## src/hdl/bocfg_map.svh

```systemverilog
// Purpose: Offsets, field positions, reset values of the boot option block
// Assumes: Included by bare name; definitions only
// Notes:   Register index times four gives the Avalon byte address
//
// What this block does
// - Guard bit low blocks loader flash at low voltage
// - Reset-enable bit low resets on low voltage
// - Two-bit field picks loader base or none
// - Power-up boot select picks loader or application
// - Boot entrance follows active boot select only
// - Only power-up loads inverted boot select bit
// - Scramble bit low scrambles programmer code dump
// - Lock bit low forbids programmer code dump
// - No software write path to option word
`ifndef BOCFG_MAP_SVH
`define BOCFG_MAP_SVH

// Register indices (byte address = index * 4)
`define BOCFG_IDX_LDR_CTRL   8'hE7
`define BOCFG_IDX_STATUS     8'hF7
`define BOCFG_IDX_OPT_WORD   8'hF8

// Reset values
`define BOCFG_LDR_CTRL_RST   8'h00
`define BOCFG_OPT_WORD_RST   8'hFF

// Option word field positions
`define BOCFG_OPT_GUARD      7
`define BOCFG_OPT_LVR        6
`define BOCFG_OPT_BASE_HI    5
`define BOCFG_OPT_BASE_LO    4
`define BOCFG_OPT_POWERUP_BOOT_SELECT       3
`define BOCFG_OPT_RSVD       2
`define BOCFG_OPT_SCRAMBLE   1
`define BOCFG_OPT_LOCK       0

// Loader control field positions
`define BOCFG_LC_ENABLE      7
`define BOCFG_LC_BOOT_SEL    6
`define BOCFG_LC_SW_RESET    5
`define BOCFG_LC_FAIL        4
`define BOCFG_LC_WAIT_HI     2
`define BOCFG_LC_WAIT_LO     0

// Loader region bases
`define BOCFG_BASE_SEL0      16'h3000
`define BOCFG_BASE_SEL1      16'h3400
`define BOCFG_BASE_SEL2      16'h3800
`define BOCFG_BASE_NONE      16'h0000

`endif

```

## src/hdl/bocfg_pkg.sv

```systemverilog
// Purpose: Types of the boot option block
// Assumes: Used by scoped names only
// Notes:   Numbers live in bocfg_map.svh
package bocfg_pkg;

  // Boot sequencer states
  typedef enum logic [1:0]
  {
    BOCFG_S_COLD,
    BOCFG_S_WARM,
    BOCFG_S_HOLD,
    BOCFG_S_RUN
  } bocfg_state_t;

  // Loader base select field
  typedef logic [1:0] bocfg_base_sel_t;

endpackage

```

## src/hdl/bocfg_opt_if.sv

```systemverilog
// Purpose: Decoded option fields between decoder and top
// Assumes: One decoder drives, the top reads
// Notes:   Plain wires, no timing of its own
`timescale 1ns/1ps
interface bocfg_opt_if;
  logic                     guard_off;    // High: no low-voltage block
  logic                     lvr_off;      // High: no low-voltage reset
  bocfg_pkg::bocfg_base_sel_t base_sel;   // Loader base select
  logic                     has_loader;   // Loader region exists
  logic [15:0]              base_addr;    // Loader region base
  logic                     hw_boot_sel;  // Power-up boot select
  logic                     scramble_off; // High: dump transparent
  logic                     lock_off;     // High: dump permitted

  modport src (output guard_off, lvr_off, base_sel, has_loader,
               base_addr, hw_boot_sel, scramble_off, lock_off);
  modport dst (input guard_off, lvr_off, base_sel, has_loader,
               base_addr, hw_boot_sel, scramble_off, lock_off);
endinterface

```

## src/hdl/bocfg_decode.sv

```systemverilog
// Purpose: Splits the latched option word into its fields
// Assumes: Word is stable between resets
// Notes:   Purely combinational
`timescale 1ns/1ps
`include "bocfg_map.svh"
module bocfg_decode
(
  input  wire logic [7:0] word_in,
  bocfg_opt_if.src        opt
);

  // Base address per select code
  function automatic logic [15:0] base_of
  (
    input bocfg_pkg::bocfg_base_sel_t sel
  );
    case (sel)
      2'h0:    base_of = `BOCFG_BASE_SEL0;
      2'h1:    base_of = `BOCFG_BASE_SEL1;
      2'h2:    base_of = `BOCFG_BASE_SEL2;
      default: base_of = `BOCFG_BASE_NONE;
    endcase
  endfunction

  // Field split
  assign opt.guard_off    = word_in[`BOCFG_OPT_GUARD];
  assign opt.lvr_off      = word_in[`BOCFG_OPT_LVR];
  assign opt.base_sel     = {word_in[`BOCFG_OPT_BASE_HI],
                             word_in[`BOCFG_OPT_BASE_LO]};
  assign opt.base_addr    = base_of(opt.base_sel);
  assign opt.has_loader   = (opt.base_sel != 2'h3);
  assign opt.hw_boot_sel  = word_in[`BOCFG_OPT_POWERUP_BOOT_SELECT];
  assign opt.scramble_off = word_in[`BOCFG_OPT_SCRAMBLE];
  assign opt.lock_off     = word_in[`BOCFG_OPT_LOCK];

endmodule

```

## src/hdl/bocfg_top.sv

```systemverilog
// Purpose: Boot option loader with loader control register
// Assumes: Inputs synchronous to CLK_SYS_IN; RST_N_IN is power-up
// Notes:   Registers over Avalon-MM, one wait cycle per access
`timescale 1ns/1ps
`include "bocfg_map.svh"
module bocfg_top
(
  input  wire logic        CLK_SYS_IN,
  input  wire logic        RST_N_IN,
  input  wire logic [7:0]  OPT_WORD_IN,
  input  wire logic        PIN_RESET_IN,
  input  wire logic        LOWVOLT_IN,
  input  wire logic        FLASH_FAIL_IN,
  input  wire logic [9:0]  AVS_ADDRESS_IN,
  input  wire logic        AVS_READ_IN,
  input  wire logic        AVS_WRITE_IN,
  input  wire logic [31:0] AVS_WRITEDATA_IN,
  input  wire logic [3:0]  AVS_BYTEENABLE_IN,
  output logic      [31:0] AVS_READDATA_OUT,
  output logic             AVS_WAITREQUEST_OUT,
  output logic             CORE_RESET_OUT,
  output logic             BOOT_START_OUT,
  output logic             BOOT_TO_LOADER_OUT,
  output logic             FLASH_GUARD_BLOCK_OUT,
  output logic             LOWVOLT_RESET_OUT,
  output logic             LOADER_PRESENT_OUT,
  output logic      [15:0] LOADER_BASE_OUT,
  output logic             DUMP_SCRAMBLE_OUT,
  output logic             DUMP_LOCK_OUT
);

  //////////////////////////////////////////////////////////////////////
  // Declarations
  //////////////////////////////////////////////////////////////////////

  bocfg_pkg::bocfg_state_t state_q;   // Boot sequencer
  bocfg_pkg::bocfg_state_t state_d;   // Next sequencer state

  logic [7:0]  opt_word_q;   // Latched option word
  logic        ld_enable_q;  // Loader control enable bit
  logic        boot_sel_q;   // Active boot select bit
  logic        sw_reset_q;   // Software reset request
  logic        fail_q;       // Flash command failure flag
  logic [2:0]  wait_q;       // Flash wait setting
  logic        wait_req_q;   // Bus wait request
  logic [31:0] rdata_q;      // Bus read data
  logic        core_rst_q;   // Core held in reset
  logic        boot_go_q;    // Boot start pulse
  logic        to_loader_q;  // Boot entrance latch
  logic        guard_q;      // Flash access blocked
  logic        lv_rst_q;     // Low-voltage reset
  logic        present_q;    // Loader region exists
  logic [15:0] base_q;       // Loader region base
  logic        scramble_q;   // Dump scrambled
  logic        lock_q;       // Dump locked

  logic        bus_req;      // Any access pending
  logic        bus_take;     // Access completes now
  logic        wr_ctrl;      // Write to loader control
  logic        warm_cause;   // Pin, software or low-voltage reset
  logic [7:0]  ctrl_view;    // Loader control as read
  logic [7:0]  status_view;  // Status as read

  bocfg_opt_if opt ();       // Decoded option fields

  //////////////////////////////////////////////////////////////////////
  // Helpers
  //////////////////////////////////////////////////////////////////////

  // Address match against a register index
  function automatic logic hit
  (
    input logic [9:0] addr,
    input logic [7:0] idx
  );
    hit = (addr[9:2] == idx);
  endfunction

  // Field decoder of the latched word
  bocfg_decode u_decode
  (
    .word_in (opt_word_q),
    .opt     (opt)
  );

  //////////////////////////////////////////////////////////////////////
  // Bus decode
  //////////////////////////////////////////////////////////////////////

  // Read and write never overlap on a well-behaved master
  assign bus_req  = AVS_READ_IN | AVS_WRITE_IN;

  // Completion is the edge where waitrequest is seen low
  assign bus_take = bus_req & ~wait_req_q;

  // Only loader control accepts writes; option word has no path
  assign wr_ctrl  = bus_take & AVS_WRITE_IN &
                    AVS_BYTEENABLE_IN[0] &
                    hit(AVS_ADDRESS_IN, `BOCFG_IDX_LDR_CTRL);

  // Low-voltage reset counts as a warm boot cause
  assign warm_cause = PIN_RESET_IN | sw_reset_q |
                      (~opt.lvr_off & LOWVOLT_IN);

  // Loader control view, bit 3 reads zero
  assign ctrl_view = {ld_enable_q, boot_sel_q, sw_reset_q, fail_q,
                      1'b0, wait_q};

  // Status view: live state of the block
  assign status_view = {core_rst_q, to_loader_q, guard_q, lv_rst_q,
                        present_q, LOWVOLT_IN, state_q == 
                        bocfg_pkg::BOCFG_S_RUN, boot_go_q};

  //////////////////////////////////////////////////////////////////////
  // Bus slave
  //////////////////////////////////////////////////////////////////////

  // Waitrequest: high by default, low for one cycle to answer
  always_ff @(posedge CLK_SYS_IN or negedge RST_N_IN)
  begin
    if (!RST_N_IN)
    begin
      wait_req_q <= 1'b1;
    end
    else
    begin
      // Low on the edge after a request is seen waiting, else high
      wait_req_q <= ~(bus_req & wait_req_q);
    end
  end

  // Read data prepared in the wait cycle
  always_ff @(posedge CLK_SYS_IN or negedge RST_N_IN)
  begin
    if (!RST_N_IN)
    begin
      rdata_q <= 32'h0000_0000;
    end
    else if (AVS_READ_IN && wait_req_q)
    begin
      if (hit(AVS_ADDRESS_IN, `BOCFG_IDX_LDR_CTRL))
      begin
        rdata_q <= {24'h00_0000, ctrl_view};
      end
      else if (hit(AVS_ADDRESS_IN, `BOCFG_IDX_OPT_WORD))
      begin
        rdata_q <= {24'h00_0000, opt_word_q};
      end
      else if (hit(AVS_ADDRESS_IN, `BOCFG_IDX_STATUS))
      begin
        rdata_q <= {24'h00_0000, status_view};
      end
      else
      begin
        // Unmapped reads return zero
        rdata_q <= 32'h0000_0000;
      end
    end
  end

  //////////////////////////////////////////////////////////////////////
  // Loader control register
  //////////////////////////////////////////////////////////////////////

  // Enable, wait and software reset: cleared by any boot, so a
  // software reset request is dropped once the boot has taken it
  always_ff @(posedge CLK_SYS_IN or negedge RST_N_IN)
  begin
    if (!RST_N_IN)
    begin
      ld_enable_q <= 1'(`BOCFG_LDR_CTRL_RST >> `BOCFG_LC_ENABLE);
      sw_reset_q  <= 1'(`BOCFG_LDR_CTRL_RST >> `BOCFG_LC_SW_RESET);
      wait_q      <= 3'(`BOCFG_LDR_CTRL_RST >> `BOCFG_LC_WAIT_LO);
    end
    else if (state_q != bocfg_pkg::BOCFG_S_RUN)
    begin
      ld_enable_q <= 1'b0;
      sw_reset_q  <= 1'b0;
      wait_q      <= 3'h0;
    end
    else if (wr_ctrl)
    begin
      ld_enable_q <= AVS_WRITEDATA_IN[`BOCFG_LC_ENABLE];
      sw_reset_q  <= AVS_WRITEDATA_IN[`BOCFG_LC_SW_RESET];
      wait_q      <= AVS_WRITEDATA_IN[`BOCFG_LC_WAIT_HI:
                                      `BOCFG_LC_WAIT_LO];
    end
  end

  // Active boot select: seeded only on power-up, kept on warm boots
  always_ff @(posedge CLK_SYS_IN or negedge RST_N_IN)
  begin
    if (!RST_N_IN)
    begin
      boot_sel_q <= 1'b0;
    end
    else if (state_q == bocfg_pkg::BOCFG_S_COLD)
    begin
      // Inverted power-up select, taken from OPT_WORD_IN as it is being latched
      boot_sel_q <= ~OPT_WORD_IN[`BOCFG_OPT_POWERUP_BOOT_SELECT];
    end
    else if (wr_ctrl)
    begin
      // Software may steer the next pin or software boot
      boot_sel_q <= AVS_WRITEDATA_IN[`BOCFG_LC_BOOT_SEL];
    end
  end

  // Failure flag: hardware sets, software clears by writing zero
  always_ff @(posedge CLK_SYS_IN or negedge RST_N_IN)
  begin
    if (!RST_N_IN)
    begin
      fail_q <= 1'b0;
    end
    else if (FLASH_FAIL_IN)
    begin
      // Set wins over a clear in the same cycle
      fail_q <= 1'b1;
    end
    else if (wr_ctrl && !AVS_WRITEDATA_IN[`BOCFG_LC_FAIL])
    begin
      fail_q <= 1'b0;
    end
  end

  //////////////////////////////////////////////////////////////////////
  // Option word latch
  //////////////////////////////////////////////////////////////////////

  // Sampled after each reset, never written by software
  always_ff @(posedge CLK_SYS_IN or negedge RST_N_IN)
  begin
    if (!RST_N_IN)
    begin
      opt_word_q <= `BOCFG_OPT_WORD_RST;
    end
    else if (state_q == bocfg_pkg::BOCFG_S_COLD ||
             state_q == bocfg_pkg::BOCFG_S_WARM)
    begin
      opt_word_q <= OPT_WORD_IN;
    end
  end

  //////////////////////////////////////////////////////////////////////
  // Boot sequencer
  //////////////////////////////////////////////////////////////////////

  // Next state
  always_comb
  begin
    state_d = state_q;
    case (state_q)
      bocfg_pkg::BOCFG_S_COLD:
      begin
        // Word and boot select loaded this cycle
        state_d = bocfg_pkg::BOCFG_S_HOLD;
      end
      bocfg_pkg::BOCFG_S_WARM:
      begin
        // Word reloaded, boot select untouched
        state_d = bocfg_pkg::BOCFG_S_HOLD;
      end
      bocfg_pkg::BOCFG_S_HOLD:
      begin
        // Stay while a reset cause persists
        if (!warm_cause)
        begin
          state_d = bocfg_pkg::BOCFG_S_RUN;
        end
      end
      bocfg_pkg::BOCFG_S_RUN:
      begin
        if (warm_cause)
        begin
          state_d = bocfg_pkg::BOCFG_S_WARM;
        end
      end
      default:
      begin
        state_d = bocfg_pkg::BOCFG_S_COLD;
      end
    endcase
  end

  // State register; power-up always starts cold
  always_ff @(posedge CLK_SYS_IN or negedge RST_N_IN)
  begin
    if (!RST_N_IN)
    begin
      state_q <= bocfg_pkg::BOCFG_S_COLD;
    end
    else
    begin
      state_q <= state_d;
    end
  end

  // Core reset and boot pulse
  always_ff @(posedge CLK_SYS_IN or negedge RST_N_IN)
  begin
    if (!RST_N_IN)
    begin
      core_rst_q  <= 1'b1;
      boot_go_q   <= 1'b0;
      to_loader_q <= 1'b0;
    end
    else
    begin
      core_rst_q <= (state_d != bocfg_pkg::BOCFG_S_RUN);
      boot_go_q  <= (state_q == bocfg_pkg::BOCFG_S_HOLD) &&
                    (state_d == bocfg_pkg::BOCFG_S_RUN);
      if (state_q == bocfg_pkg::BOCFG_S_HOLD)
      begin
        // Entrance from the active select alone, any cause
        to_loader_q <= boot_sel_q;
      end
    end
  end

  //////////////////////////////////////////////////////////////////////
  // Configuration outputs
  //////////////////////////////////////////////////////////////////////

  // Low-voltage effects follow the supply live
  always_ff @(posedge CLK_SYS_IN or negedge RST_N_IN)
  begin
    if (!RST_N_IN)
    begin
      guard_q  <= 1'b0;
      lv_rst_q <= 1'b0;
    end
    else
    begin
      guard_q  <= ~opt.guard_off & LOWVOLT_IN;
      lv_rst_q <= ~opt.lvr_off & LOWVOLT_IN;
    end
  end

  // Static fields copied from the latched word
  always_ff @(posedge CLK_SYS_IN or negedge RST_N_IN)
  begin
    if (!RST_N_IN)
    begin
      present_q  <= 1'b0;
      base_q     <= `BOCFG_BASE_NONE;
      scramble_q <= 1'b0;
      lock_q     <= 1'b1;
    end
    else
    begin
      present_q  <= opt.has_loader;
      base_q     <= opt.base_addr;
      scramble_q <= ~opt.scramble_off;
      lock_q     <= ~opt.lock_off;
    end
  end

  // Ports straight from flip-flops
  assign AVS_READDATA_OUT      = rdata_q;
  assign AVS_WAITREQUEST_OUT   = wait_req_q;
  assign CORE_RESET_OUT        = core_rst_q;
  assign BOOT_START_OUT        = boot_go_q;
  assign BOOT_TO_LOADER_OUT    = to_loader_q;
  assign FLASH_GUARD_BLOCK_OUT = guard_q;
  assign LOWVOLT_RESET_OUT     = lv_rst_q;
  assign LOADER_PRESENT_OUT    = present_q;
  assign LOADER_BASE_OUT       = base_q;
  assign DUMP_SCRAMBLE_OUT     = scramble_q;
  assign DUMP_LOCK_OUT         = lock_q;

endmodule

```

## config.mk

```make
export PLATFORM = sky130hd
export DESIGN_NAME = bocfg_top
export DESIGN_NICKNAME = d
export VERILOG_FILES = /design/src/hdl/bocfg_pkg.sv /design/src/hdl/bocfg_opt_if.sv /design/src/hdl/bocfg_decode.sv /design/src/hdl/bocfg_top.sv
export VERILOG_INCLUDE_DIRS = /design/src /design/src/hdl
export SDC_FILE = /design/constraint.sdc
export NUM_CORES = 1
export LEC_CHECK = 0
export ABC_AREA = 1
export BUFFER_PORTS_ARGS = -buffer_cell sky130_fd_sc_hd__buf_2
export CORE_MARGIN = 5
export CORE_UTILIZATION = 43
export CTS_CLUSTER_DIAMETER = 50
export DETAILED_ROUTE_END_ITERATION = 12
export GPL_TIMING_DRIVEN = 0
export PLACE_DENSITY = 0.8
export SYNTH_ARGS = -nofsm -noshare
export SYNTH_HDL_FRONTEND = slang
export SYNTH_SLANG_ARGS = --single-unit
```

## constraint.sdc

```tcl
create_clock -name CLK_SYS_IN -period 1.34 [get_ports CLK_SYS_IN]
set_clock_uncertainty 0.1 [all_clocks]
set_input_delay 0.134 -clock CLK_SYS_IN [delete_from_list [all_inputs] [get_ports CLK_SYS_IN]]
set_output_delay 0.134 -clock CLK_SYS_IN [all_outputs]
set_load 0.005 [all_outputs]
```

Word-level counts from Yosys, hierarchy flattened. Index checks and enable logic that the tools add are counted.

Bits in registers: 74. Input port bits: 61. Output and inout port bits: 57. Logic and storage cells: 75.

Equality and inequality tests: 12. Mux-type cells: 17. Bitwise logic cells: 17. Reductions and logical operators: 11.

Operators with widths (number): one-hot mux 14 bit (3 select lines) (1); == test 8 bit, second input constant (3); 2-to-1 mux 8 bit (3); == test 2 bit, second input constant (4); 2-to-1 mux 1 bit (8); AND 1 bit (7); NOT 1 bit (7); 2-to-1 mux 3 bit (2); != test 2 bit, second input constant (3); one-hot mux 2 bit (3 select lines) (1); nonzero test 2 bit (3); == test 2 x 1 -> 1 bit, second input constant (2); zero test 2 bit (2); 2-to-1 mux 2 bit (2); logical AND 1 bit (3); bitwise OR 1 bit (3); OR reduction 2 bit (1); zero test 1 bit (1); logical OR 1 bit (1).

Depth between registers and ports, before layout. Gate-level depths: netlist (run 1).

Depth after elaboration: 8. Gate-level depth with buffers: 8. Depth with buffers taken out: 7.

By module. From an unflattened synthesis (run 1), not the netlist that was laid out.

Cell total of the unflattened synthesis: 261. Area total of the unflattened synthesis: 2397.3 um^2.

By module, submodules not included: bocfg_top (instances 1, cells an instance 234, area each 2217.1 um^2, seq. area each 1265.0 um^2); bocfg_decode (instances 1, cells an instance 27, area each 180.2 um^2, seq. area each 0.0 um^2).

Worst setup path before layout (run 1). No wires, ideal clock.

Kind: register -> register. Start point: register wait_req_q (netlist: AVS_WAITREQUEST_OUT). End point: register ld_enable_q. Data arrival time: 0.979 ns. Required time: 1.123 ns. Setup slack: 0.144 ns. Cell stages (with the launch flop): 7. Period minus slack after synthesis: 1.196 ns. Cell sequence: dfstp_2 -> inv_1 -> and3_2 -> nand3_4 -> nor2_4 -> nand2_1 -> nand2_1.

Cells in the longest elaborated chain, start to end: 6.

Ends and longest elaborated chain: start, declared (RTL line bocfg_top.sv:45) `logic wait_req_q;`; start signal, assigned (RTL line bocfg_top.sv:128) `wait_req_q <= ~(bus_req & wait_req_q);`; NOT 1 bit (RTL line bocfg_top.sv:94) `assign bus_take = bus_req & ~wait_req_q;`; AND 1 bit (RTL line bocfg_top.sv:94); AND 1 bit (3 in series) (RTL line bocfg_top.sv:97) `assign wr_ctrl = bus_take & AVS_WRITE_IN &`; nonzero test 2 bit (no source line); end signal, assigned (RTL line bocfg_top.sv:171) `` ld_enable_q <= 1'(`BOCFG_LDR_CTRL_RST >> `BOCFG_LC_ENABLE); ``; end signal, assigned (RTL line bocfg_top.sv:183) `` ld_enable_q <= AVS_WRITEDATA_IN[`BOCFG_LC_ENABLE]; ``; end, declared (RTL line bocfg_top.sv:40) `logic ld_enable_q;`.

Every way passes these cells. A chain may end at the register's enable or synchronous reset.

Worst setup path after layout (run 1).
Start point: input port AVS_WRITE_IN. End point: register wait_q[0].

Cells in the longest elaborated chain, start to end: 6.

Ends and longest elaborated chain: start, declared (RTL line bocfg_top.sv:16) `input wire logic AVS_WRITE_IN,`; bitwise OR 1 bit (RTL line bocfg_top.sv:91) `assign bus_req = AVS_READ_IN | AVS_WRITE_IN;`; AND 1 bit (RTL line bocfg_top.sv:94); AND 1 bit (*) (3 in series) (RTL line bocfg_top.sv:97); nonzero test 2 bit (no source line) (*); end signal, assigned (RTL line bocfg_top.sv:173) `` wait_q <= 3'(`BOCFG_LDR_CTRL_RST >> `BOCFG_LC_WAIT_LO); ``; end signal, assigned (RTL line bocfg_top.sv:185) `` wait_q <= AVS_WRITEDATA_IN[`BOCFG_LC_WAIT_HI: ``; end, declared (RTL line bocfg_top.sv:44) `logic [2:0] wait_q;`.

Mark *: on every way between the ends. The rest lies on a longest branch, timed or not.

==> results.yml, run 1 <==
power_and_ir_drop:
  pwr-share-seq_pct: 48.3
  power_switching_mw: 1.07
  pwr_density_cell_mw_per_mm2: 1300
  clkPwrFrac_pct: 22.6
  intPower_mw: 2.39
  p_comb_share_pct: 29.1
  p_leak_nw: 1.56
  ir_drop_v: 0.000749
  switching_share_pct: 31.0
detailed_routing:
  drtIter0Drc: 61
  routed_wl_um: 4370
  wl_per_cell_um: 11.4
  ant_nets: 0
  top_layer_used: "met4"
  met3WireLength_um: 431
  route.detailed.drc: 0
  met1Wirelength_um: 1680
  num_vias: 1672
  wl_met2_um: 2170
  drt_pass1_iterations: 4
  viasPerCell: 4.35
critical_path:
  r2r_cells: 6
  crit_fanout: 8
  worst_r2r_startpoint: "AVS_WAITREQUEST_OUT"
  cp-end-kind: "flip-flop"
  worstSetupPathType: "in -> reg"
  r2r-end: "wait_q[0]"
  reg2reg_slack_ns: 0.09
  worstSetupStartpointType: "input port"
  worstPathArrival_ns: 1.38
  cp.required_ns: 1.47
global_route:
  first_global_vias: 1580
  grt_pass1_wl_um: 7160
  grt.total_usage_pct: 15.2
  antenna_found_initial: 0
  grt_max_degree: 37
  overflow: 0
layout:
  final_common_cell: "buf_2"
  fin_nets: 392
  final_cell_mix: "52 x buf_2, 51 x nand2_1, 39 x buf_4"
  area_growth_pct: 37.1
  antenna-diode-count: 0
  drive_gt1_share_pct: 38.0
  stdcell_count: 384
min_path:
  min_delay_path_depth: 3
  hold_path_class: "in -> reg"
  hold_start: "OPT_WORD_IN[3]"
  hold_path_end: "opt_word_q[3]"
floorplanning:
  die-area_mm2: 0.00597
  die_h_um: 77.3
  io_pins: 118
  initial_core_util_pct: 44.4
  rows: 24
  core_area_mm2: 0.00438
  fp.dieW_um: 77.3
timing:
  tns_ns: 0
  fin_crit_sh_pct: 93.3
  setup-violations-final: 0
  rsz0062_at_grt: "false"
  hold_violations: 0
  finalCriticalPeriod_ns: 1.25
  timing.fmax_ghz: 0.800
  worst_pin_slew_ns: 0.765
  max-slew-margin-rel_pct: 49.0
  drv_slew: 0
status:
  status: "finished, final reports clean"
logic_synthesis:
  synth_area_leader_cell: "dfrtp_1"
  synth_edf_count: 0
  yosysUniqueCellTypes: 25
  synth_warnings: 0
  ys_top_cells_by_area: "dfrtp_1 32%, buf_4 15%, dfstp_2 15%"
  ys_ff_latch: 36
  syn_area_per_cell_um2: 8.85
  syn-cell-area_mm2: 0.00195
  synthFlopType: "dfrtp_1"
  synthCells: 220
  yosys.area.top_type_share_pct: 32.1
  yosysSeqAreaShare_pct: 47.0
  ys_async_sr_fraction_pct: 100
clocking:
  cts_tree: "built"
  clock_tree.buffer_depth: 2
  post_cts_buffers: 0
  clock-sinks: 36
  htreeDepth: 2
  cts_buffers: 5
  clockRootBuffer: "clkbuf_8"
  path_clk_slew_ns: 0.07
  clock_latency_ns: 0.29
place:
  placed_cells: 358
  place_congestion: 0.848
  io_buffers: 51
  dp_hpwl_um: 3410
flow_run:
  drv_cap: 0
Yosys cell counts (2+ instances only):
master   count
nor2_8       3
dfstp_2     11
nand2_2      2
dfrtp_1     25
nor2_1      12
inv_1       19
nand3_1     35
a21oi_1      4
buf_4       39
mux2_2       3
nand2_1     51
o21ai_0      3
how the worst max path moves through the flow:
stage	depth (start not counted)	slack, ns	start	endpoint
after floorplan	6	0.14	AVS_WAITREQUEST_OUT	ld_enable_q
after global placement	6	0.1	AVS_WAITREQUEST_OUT	wait_q[0]
after detailed placement	4	0.08	AVS_WAITREQUEST_OUT	AVS_READDATA_OUT[6]
after CTS	4	0.06	AVS_WAITREQUEST_OUT	AVS_READDATA_OUT[6]
after global routing	7	0.006	AVS_WRITE_IN	wait_q[2]
final	7	0.09	AVS_WRITE_IN	wait_q[0]
state kept, by name, indices dropped and copies added, names as in the netlist, 2 cells and up:
register          cells
AVS_READDATA_OUT      8
LOADER_BASE_OUT       2
opt_word_q            8
state_q               2
wait_q                3
cell families (layout without fill, tap and decap cells):
logic type / Yosys count / count (layout) / synth area share [%]
flops: 36 / 36 / 47.0
mux: 3 / 3 / 1.74
buf+inv: 61 / 138 / 20.3
simple gates: 111 / 111 / 28.7
compound gates: 8 / 8 / 2.06
other cells: 1 / 36 / 0.193
metrics by stage:
step | setup WS [ns] | hold slack (ns) | total power [mW] | util, % | instance area, µm²
4_1_cts | 0.0632 | 0.00455 | 3.48 | 60.9 | 2670
3_3_place_gp | 0.0974 | 0.141 | 2.61 | 54.7 | 2400
5_1_grt | 0.00600 | 0.0140 | 3.69 | 60.9 | 2670
3_5_place_dp | 0.0818 | 0.152 | 2.65 | 54.7 | 2400
6_report | 0.0893 | 0.0125 | 3.46 | 60.9 | 2670
2_1_floorplan | 0.144 | -0.262 | 2.28 | - | 2080
what timing repair did:
action | in CTS | in global routing
setup endpoints to repair | 0 | 6
resized for setup | 0 | 2
hold buffers | 18 | 0
endpoints found under the hold margin | 40 | 0
routing by layer:
metal  vias up  global-route usage [%]
met1       749                    17.6
li1        845                       -
met2        70                    25.0
met5         -                       0
met4         0                    5.67
met3         8                    6.21
layout make-up:
type	instances	area (µm²)
Sequential cell	36	915
Tap cell	52	65.1
Inverter	19	71.3
Buffer	42	324
Fill cell	394	1720
Timing Repair Buffer	69	435
Multi-Input combinational cell	158	768
Clock buffer	8	90.1
power groups by stage:
stage	registers (mW)	logic [mW]	clock network, mW
6_report	1.67	1.01	0.781
5_1_grt	1.71	1.12	0.858
4_1_cts	1.67	1.01	0.800
3_5_place_dp	1.69	0.966	0
3_3_place_gp	1.67	0.934	0
2_1_floorplan	1.66	0.622	0
critical path: stages:
cell and delay, ns:
dlygate4sd3_1 0.53, buf_2 0.11, and3_2 0.21, nand3_4 0.13, nor2_4 0.16, nand2_1 0.07, nand2_1 0.05
Power figures use the tool's default switching activity.
==> run 2, diff against run 1 <==
==> constraint.sdc (replaced) <==
create_clock -name CLK_SYS_IN -period 1.34 [get_ports CLK_SYS_IN]
set_clock_uncertainty 0.1 [all_clocks]
set_input_delay 0.067 -clock CLK_SYS_IN [delete_from_list [all_inputs] [get_ports CLK_SYS_IN]]
set_output_delay 0.067 -clock CLK_SYS_IN [all_outputs]
set_load 0.005 [all_outputs]
==> run 2 against run 1 <==
Combinational power is essentially flat. Design area up 0.75%. Critical path depth fell by 1. Via count rose by 0.18%. Total power about the same. Final cell count increased by 0.52%. Non-clock buffer count rose by 2. First-iteration DRC count fell by 18%. Utilization up 0.46 points. Count of clock-buffer cells in the layout is the same. Routed wire length is 0.76% higher. Die area stayed put. Critical path type is now reg -> reg. Critical endpoint unchanged.
==> results.yml, run 2 (synthesized netlist as in run 1, its figures left out) <==
status:
  status: "finished, final reports clean"
detailed_routing:
  ant_nets: 0
  routed_wl_um: 4400
  wl_met2_um: 2170
  drt_pass1_iterations: 4
  num_vias: 1675
  top_layer_used: "met4"
  drtIter0Drc: 50
  wl_per_cell_um: 11.4
  met1Wirelength_um: 1710
  route.detailed.drc: 0
  viasPerCell: 4.34
  met3WireLength_um: 436
critical_path:
  worst_r2r_startpoint: "AVS_WAITREQUEST_OUT"
  slowest_delay_ns: 0.54
  worstPathArrival_ns: 1.33
  crit_family: "flip-flops"
  crit_fanout: 8
  worstSetupPathType: "reg -> reg"
  reg2reg_slack_ns: 0.09
  worstSetupStartpointType: "flip-flop"
  cp-end-kind: "flip-flop"
  cp.required_ns: 1.42
  slowest_stage: "dfstp_2"
  r2r_cells: 6
  r2r-end: "wait_q[0]"
  worstPathCellList: "inv_1 > and3_2 > nand3_4 > nor2_4 > nand2_1 > nand2_1"
  crit_buf_inv: 1
  critPathMostFrequentCell: "nand2_1"
  cp.depth: 6
min_path:
  hold_path_class: "in -> reg"
  hold_start: "AVS_WRITEDATA_IN[6]"
  min_delay_path_depth: 5
  hold_path_end: "boot_sel_q"
timing:
  tns_ns: 0
  worst_pin_slew_ns: 0.773
  fin_crit_sh_pct: 93.3
  setup-violations-final: 0
  layout_setup_ws_ns: 0.0892
  drv_slew: 0
  max-slew-margin-rel_pct: 48.4
  rsz0062_at_grt: "false"
  finalCriticalPeriod_ns: 1.25
  hold_violations: 0
  timing.fmax_ghz: 0.800
place:
  dp_hpwl_um: 3410
  dp_slack_ns: 0.0818
  io_buffers: 51
  placed_cells: 358
  place_congestion: 0.848
floorplanning:
  initial_core_util_pct: 44.4
  core_area_mm2: 0.00438
  rows: 24
  die-area_mm2: 0.00597
  fp.dieW_um: 77.3
  die_h_um: 77.3
  io_pins: 118
layout:
  final_cell_mix: "52 x buf_2, 51 x nand2_1, 39 x buf_4"
  fin_nets: 394
  fin_util_pct: 61.3
  antenna-diode-count: 0
  final_common_cell: "buf_2"
  drive_gt1_share_pct: 37.7
  area_growth_pct: 38.1
  fillers: 393
  stdcell_count: 386
clocking:
  clockRootBuffer: "clkbuf_8"
  clock_tree.buffer_depth: 2
  cts_tree: "built"
  htreeDepth: 2
  path_clk_slew_ns: 0.07
  clock_latency_ns: 0.29
  post_cts_buffers: 0
  cts_buffers: 5
  clock-sinks: 36
power_and_ir_drop:
  p_total_mw: 3.46
  ir_drop_v: 0.000745
  pwr_density_cell_mw_per_mm2: 1290
  p_leak_nw: 1.57
global_route:
  overflow: 0
  grt_pass1_wl_um: 7130
  grt.total_usage_pct: 15.2
  grt_max_degree: 37
  first_global_vias: 1578
  antenna_found_initial: 0
flow_run:
  drv_cap: 0
[run 2: cell count changes in the layout (fill, tap and decap cells not counted)]
cell / delta
dlygate4sd3_1: +2
[run 2: layout make-up]
type	count	area, µm²	area share (%)
Sequential cell	36	915	34.0
Multi-Input combinational cell	158	768	28.6
Timing Repair Buffer	71	455	16.9
Buffer	42	324	12.1
Clock buffer	8	90.1	3.35
Inverter	19	71.3	2.65
Tap cell	52	65.1	2.42
[run 2: per-layer routing]
layer | GRT usage [%] | up-vias
met2 | 25.0 | 68
met1 | 17.5 | 753
met4 | 5.67 | 0
li1 | - | 846
met5 | 0 | -
met3 | 6.09 | 8
[run 2: how the worst max path moves through the flow]
| stage | to | start | slack (ns) |
|---|---|---|---|
| detailed placement | AVS_READDATA_OUT[6] | AVS_WAITREQUEST_OUT | 0.08 |
| CTS | AVS_READDATA_OUT[6] | AVS_WAITREQUEST_OUT | 0.06 |
| global route | wait_q[2] | AVS_WAITREQUEST_OUT | 0.01 |
| finish | wait_q[0] | AVS_WAITREQUEST_OUT | 0.09 |
| global placement | wait_q[0] | AVS_WAITREQUEST_OUT | 0.1 |
| floorplan | ld_enable_q | AVS_WAITREQUEST_OUT | 0.14 |
[run 2: power breakdown]
part | switching, mW | internal (mW) | leakage, nW
Clock | 0.361 | 0.419 | 0.0455
Combinational | 0.525 | 0.485 | 1.08
Sequential | 0.186 | 1.48 | 0.442
Total | 1.07 | 2.39 | 1.57
[run 2: metrics by stage]
stage                     hold WS [ns]  instance area [µm²]
after floorplan                 -0.329                 2080
after global placement          0.0745                 2400
after detailed placement        0.0850                 2400
after CTS                       0.0458                 2690
after global routing            0.0605                 2690
final                           0.0597                 2690
[run 2: worst reg2reg max path: stages, from the launching register on]
cell	delay, ns
dfstp_2	0.54
inv_1	0.04
and3_2	0.20
nand3_4	0.12
nor2_4	0.06
nand2_1	0.06
nand2_1	0.04
[run 2: timing repair]
item / CTS / global route
endpoints found under the hold margin: 47 / 0
hold buffers: 20 / 0
resized for setup: 0 / 2
setup endpoints to repair: 0 / 6
==> run 3, diff against run 2 <==
--- a/config.mk
+++ b/config.mk
@@ -9,11 +9,11 @@
 export ABC_AREA = 1
 export BUFFER_PORTS_ARGS = -buffer_cell sky130_fd_sc_hd__buf_2
 export CORE_MARGIN = 5
-export CORE_UTILIZATION = 43
+export CORE_UTILIZATION = 40
 export CTS_CLUSTER_DIAMETER = 50
 export DETAILED_ROUTE_END_ITERATION = 12
 export GPL_TIMING_DRIVEN = 0
-export PLACE_DENSITY = 0.8
+export PLACE_DENSITY = 0.75
 export SYNTH_ARGS = -nofsm -noshare
 export SYNTH_HDL_FRONTEND = slang
 export SYNTH_SLANG_ARGS = --single-unit
==> constraint.sdc (replaced) <==
create_clock -name CLK_SYS_IN -period 1.34 [get_ports CLK_SYS_IN]
set_clock_uncertainty 0.1 [all_clocks]
set_input_delay 0.067 -clock CLK_SYS_IN [delete_from_list [all_inputs] [get_ports CLK_SYS_IN]]
set_output_delay 0.067 -clock CLK_SYS_IN [all_outputs]
set_load 0.02 [all_outputs]
==> run 3 against run 2 <==
Clock power grew 8.3%. Critical path type unchanged. Sequential share of layout area shrank 0.36 points. Flip-flop and latch count is the same. First-iteration DRC count grew 28%. Critical endpoint is now wait_q[1].
==> results.yml, run 3 (synthesized netlist as in run 1, its figures left out) <==
status:
  status: "finished, final reports clean"
floorplanning:
  io_pins: 118
  initial_core_util_pct: 41.2
  die_h_um: 79.8
  fp.dieW_um: 79.8
  core_area_mm2: 0.00472
  rows: 25
  die-area_mm2: 0.00636
timing:
  tns_ns: 0
  drv_slew: 0
  max-slew-margin-rel_pct: 47.8
  timing.fmax_ghz: 0.787
  setup-violations-final: 0
  worst_pin_slew_ns: 0.783
  finalCriticalPeriod_ns: 1.27
  hold_violations: 0
  rsz0062_at_grt: "false"
  fin_crit_sh_pct: 94.8
power_and_ir_drop:
  intPower_mw: 2.45
  clkPwrFrac_pct: 22.3
  pwr-share-seq_pct: 44.0
  p_leak_nw: 1.58
  p_comb_share_pct: 33.7
  power_switching_mw: 1.35
  switching_share_pct: 35.5
  p_total_mw: 3.79
  pwr_density_cell_mw_per_mm2: 1400
  ir_drop_v: 0.000771
global_route:
  first_global_vias: 1534
  grt.total_usage_pct: 14.3
  overflow: 0
  grt_max_degree: 37
  antenna_found_initial: 0
  grt_pass1_wl_um: 6990
clocking:
  clock_tree.buffer_depth: 2
  cts_buffers: 5
  clock-sinks: 36
  post_cts_buffers: 0
  clock_latency_ns: 0.29
  path_clk_slew_ns: 0.07
  htreeDepth: 2
  clockRootBuffer: "clkbuf_8"
  cts_tree: "built"
layout:
  fillers: 445
  seqCellArea_um2: 915
  final_cell_mix: "52 x buf_2, 51 x nand2_1, 39 x buf_4"
  final_cell_area_mm2: 0.00272
  area_growth_pct: 39.6
  antenna-diode-count: 0
  multiInputGateArea_um2: 768
  fin_util_pct: 57.5
  drive_gt1_share_pct: 37.7
  final_common_cell: "buf_2"
  fin_nets: 394
  stdcell_count: 401
min_path:
  hold_path_class: "in -> reg"
critical_path:
  critPathMostFrequentCell: "nand2_1"
  worstPathCellList: "inv_1 > and3_2 > nand3_4 > nor2_4 > nand2_1 > nand2_1"
  worstPathArrival_ns: 1.35
  cp.required_ns: 1.42
  crit_fanout: 8
  worstSetupStartpointType: "flip-flop"
  worstSetupPathType: "reg -> reg"
  cp-end-kind: "flip-flop"
  slowest_stage: "dfstp_2"
  slowest_delay_ns: 0.55
detailed_routing:
  route.detailed.drc: 0
  routed_wl_um: 4390
  ant_nets: 0
  drt_pass1_iterations: 4
  wl_per_cell_um: 11.0
  num_vias: 1646
  drtIter0Drc: 64
  viasPerCell: 4.10
place:
  dp_hpwl_um: 3400
  placed_cells: 373
  place_congestion: 0.764
  placed_area_mm2: 0.00242
  io_buffers: 51
flow_run:
  drv_cap: 0
[run 3: cell counts in the layout (fill, tap and decap cells not counted)]
No cell type changed its count.
[run 3: power groups by stage]
stage	Sequential, mW	Clock, mW	Combinational, mW
global placement	1.67	0	1.20
global route	1.71	0.902	1.40
finish	1.67	0.845	1.28
detailed placement	1.69	0	1.24
floorplan	1.80	0	0.728
CTS	1.67	0.862	1.29
[run 3: critical path: cells and delay by family (launching register included)]
kind	cells	cell delay, ns
DFF	1	0.55
buffers and inverters	1	0.03
and+or+nand+nor	5	0.48
[run 3: cell type report]
class                   instances  area share [%]
well taps                      67            3.08
plain buffers                  42            11.9
repair buffers                 71            16.8
inverters                      19            2.62
multi-input cells             158            28.3
clock buffers                   8            3.68
flip-flops and latches         36            33.7
[run 3: stage by stage]
step / hold WS, ns / setup WS [ns]
3_5_place_dp: 0.0878 / 0.0516
5_1_grt: 0.0825 / 0.00197
4_1_cts: 0.0518 / 0.0322
2_1_floorplan: -0.329 / 0.0785
3_3_place_gp: 0.0820 / 0.0845
6_report: 0.0552 / 0.0697
[run 3: path summary, 6_finish.rpt]
kind,slack [ns],cells after the start,startpoint,endpoint
max,0.07,6,AVS_WAITREQUEST_OUT,wait_q[1]
min,0.06,5,AVS_WRITEDATA_IN[6],boot_sel_q
max reg2reg,0.07,6,AVS_WAITREQUEST_OUT,wait_q[1]
min reg2reg,0.36,1,opt_word_q[5],LOADER_PRESENT_OUT
max in group asynchronous,0.36,2,RST_N_IN,AVS_READDATA_OUT[1]
min in group asynchronous,0.29,2,RST_N_IN,LOADER_BASE_OUT[10]
[run 3: repair_timing]
action                                  in CTS  in global routing
hold endpoints to repair                    47                  0
gates resized for setup                      0                  1
hold buffers                                20                  0
endpoints found under the setup margin       0                  8
[run 3: layer usage]
layer | GRT usage [%] | share of wire (%) | vias to the layer above
li1 | - | - | 849
met1 | 17.0 | 42 | 734
met2 | 24.1 | 49 | 56
met3 | 5.08 | 7.5 | 7
met4 | 4.39 | 1.4 | 0
met5 | 0 | 0 | -
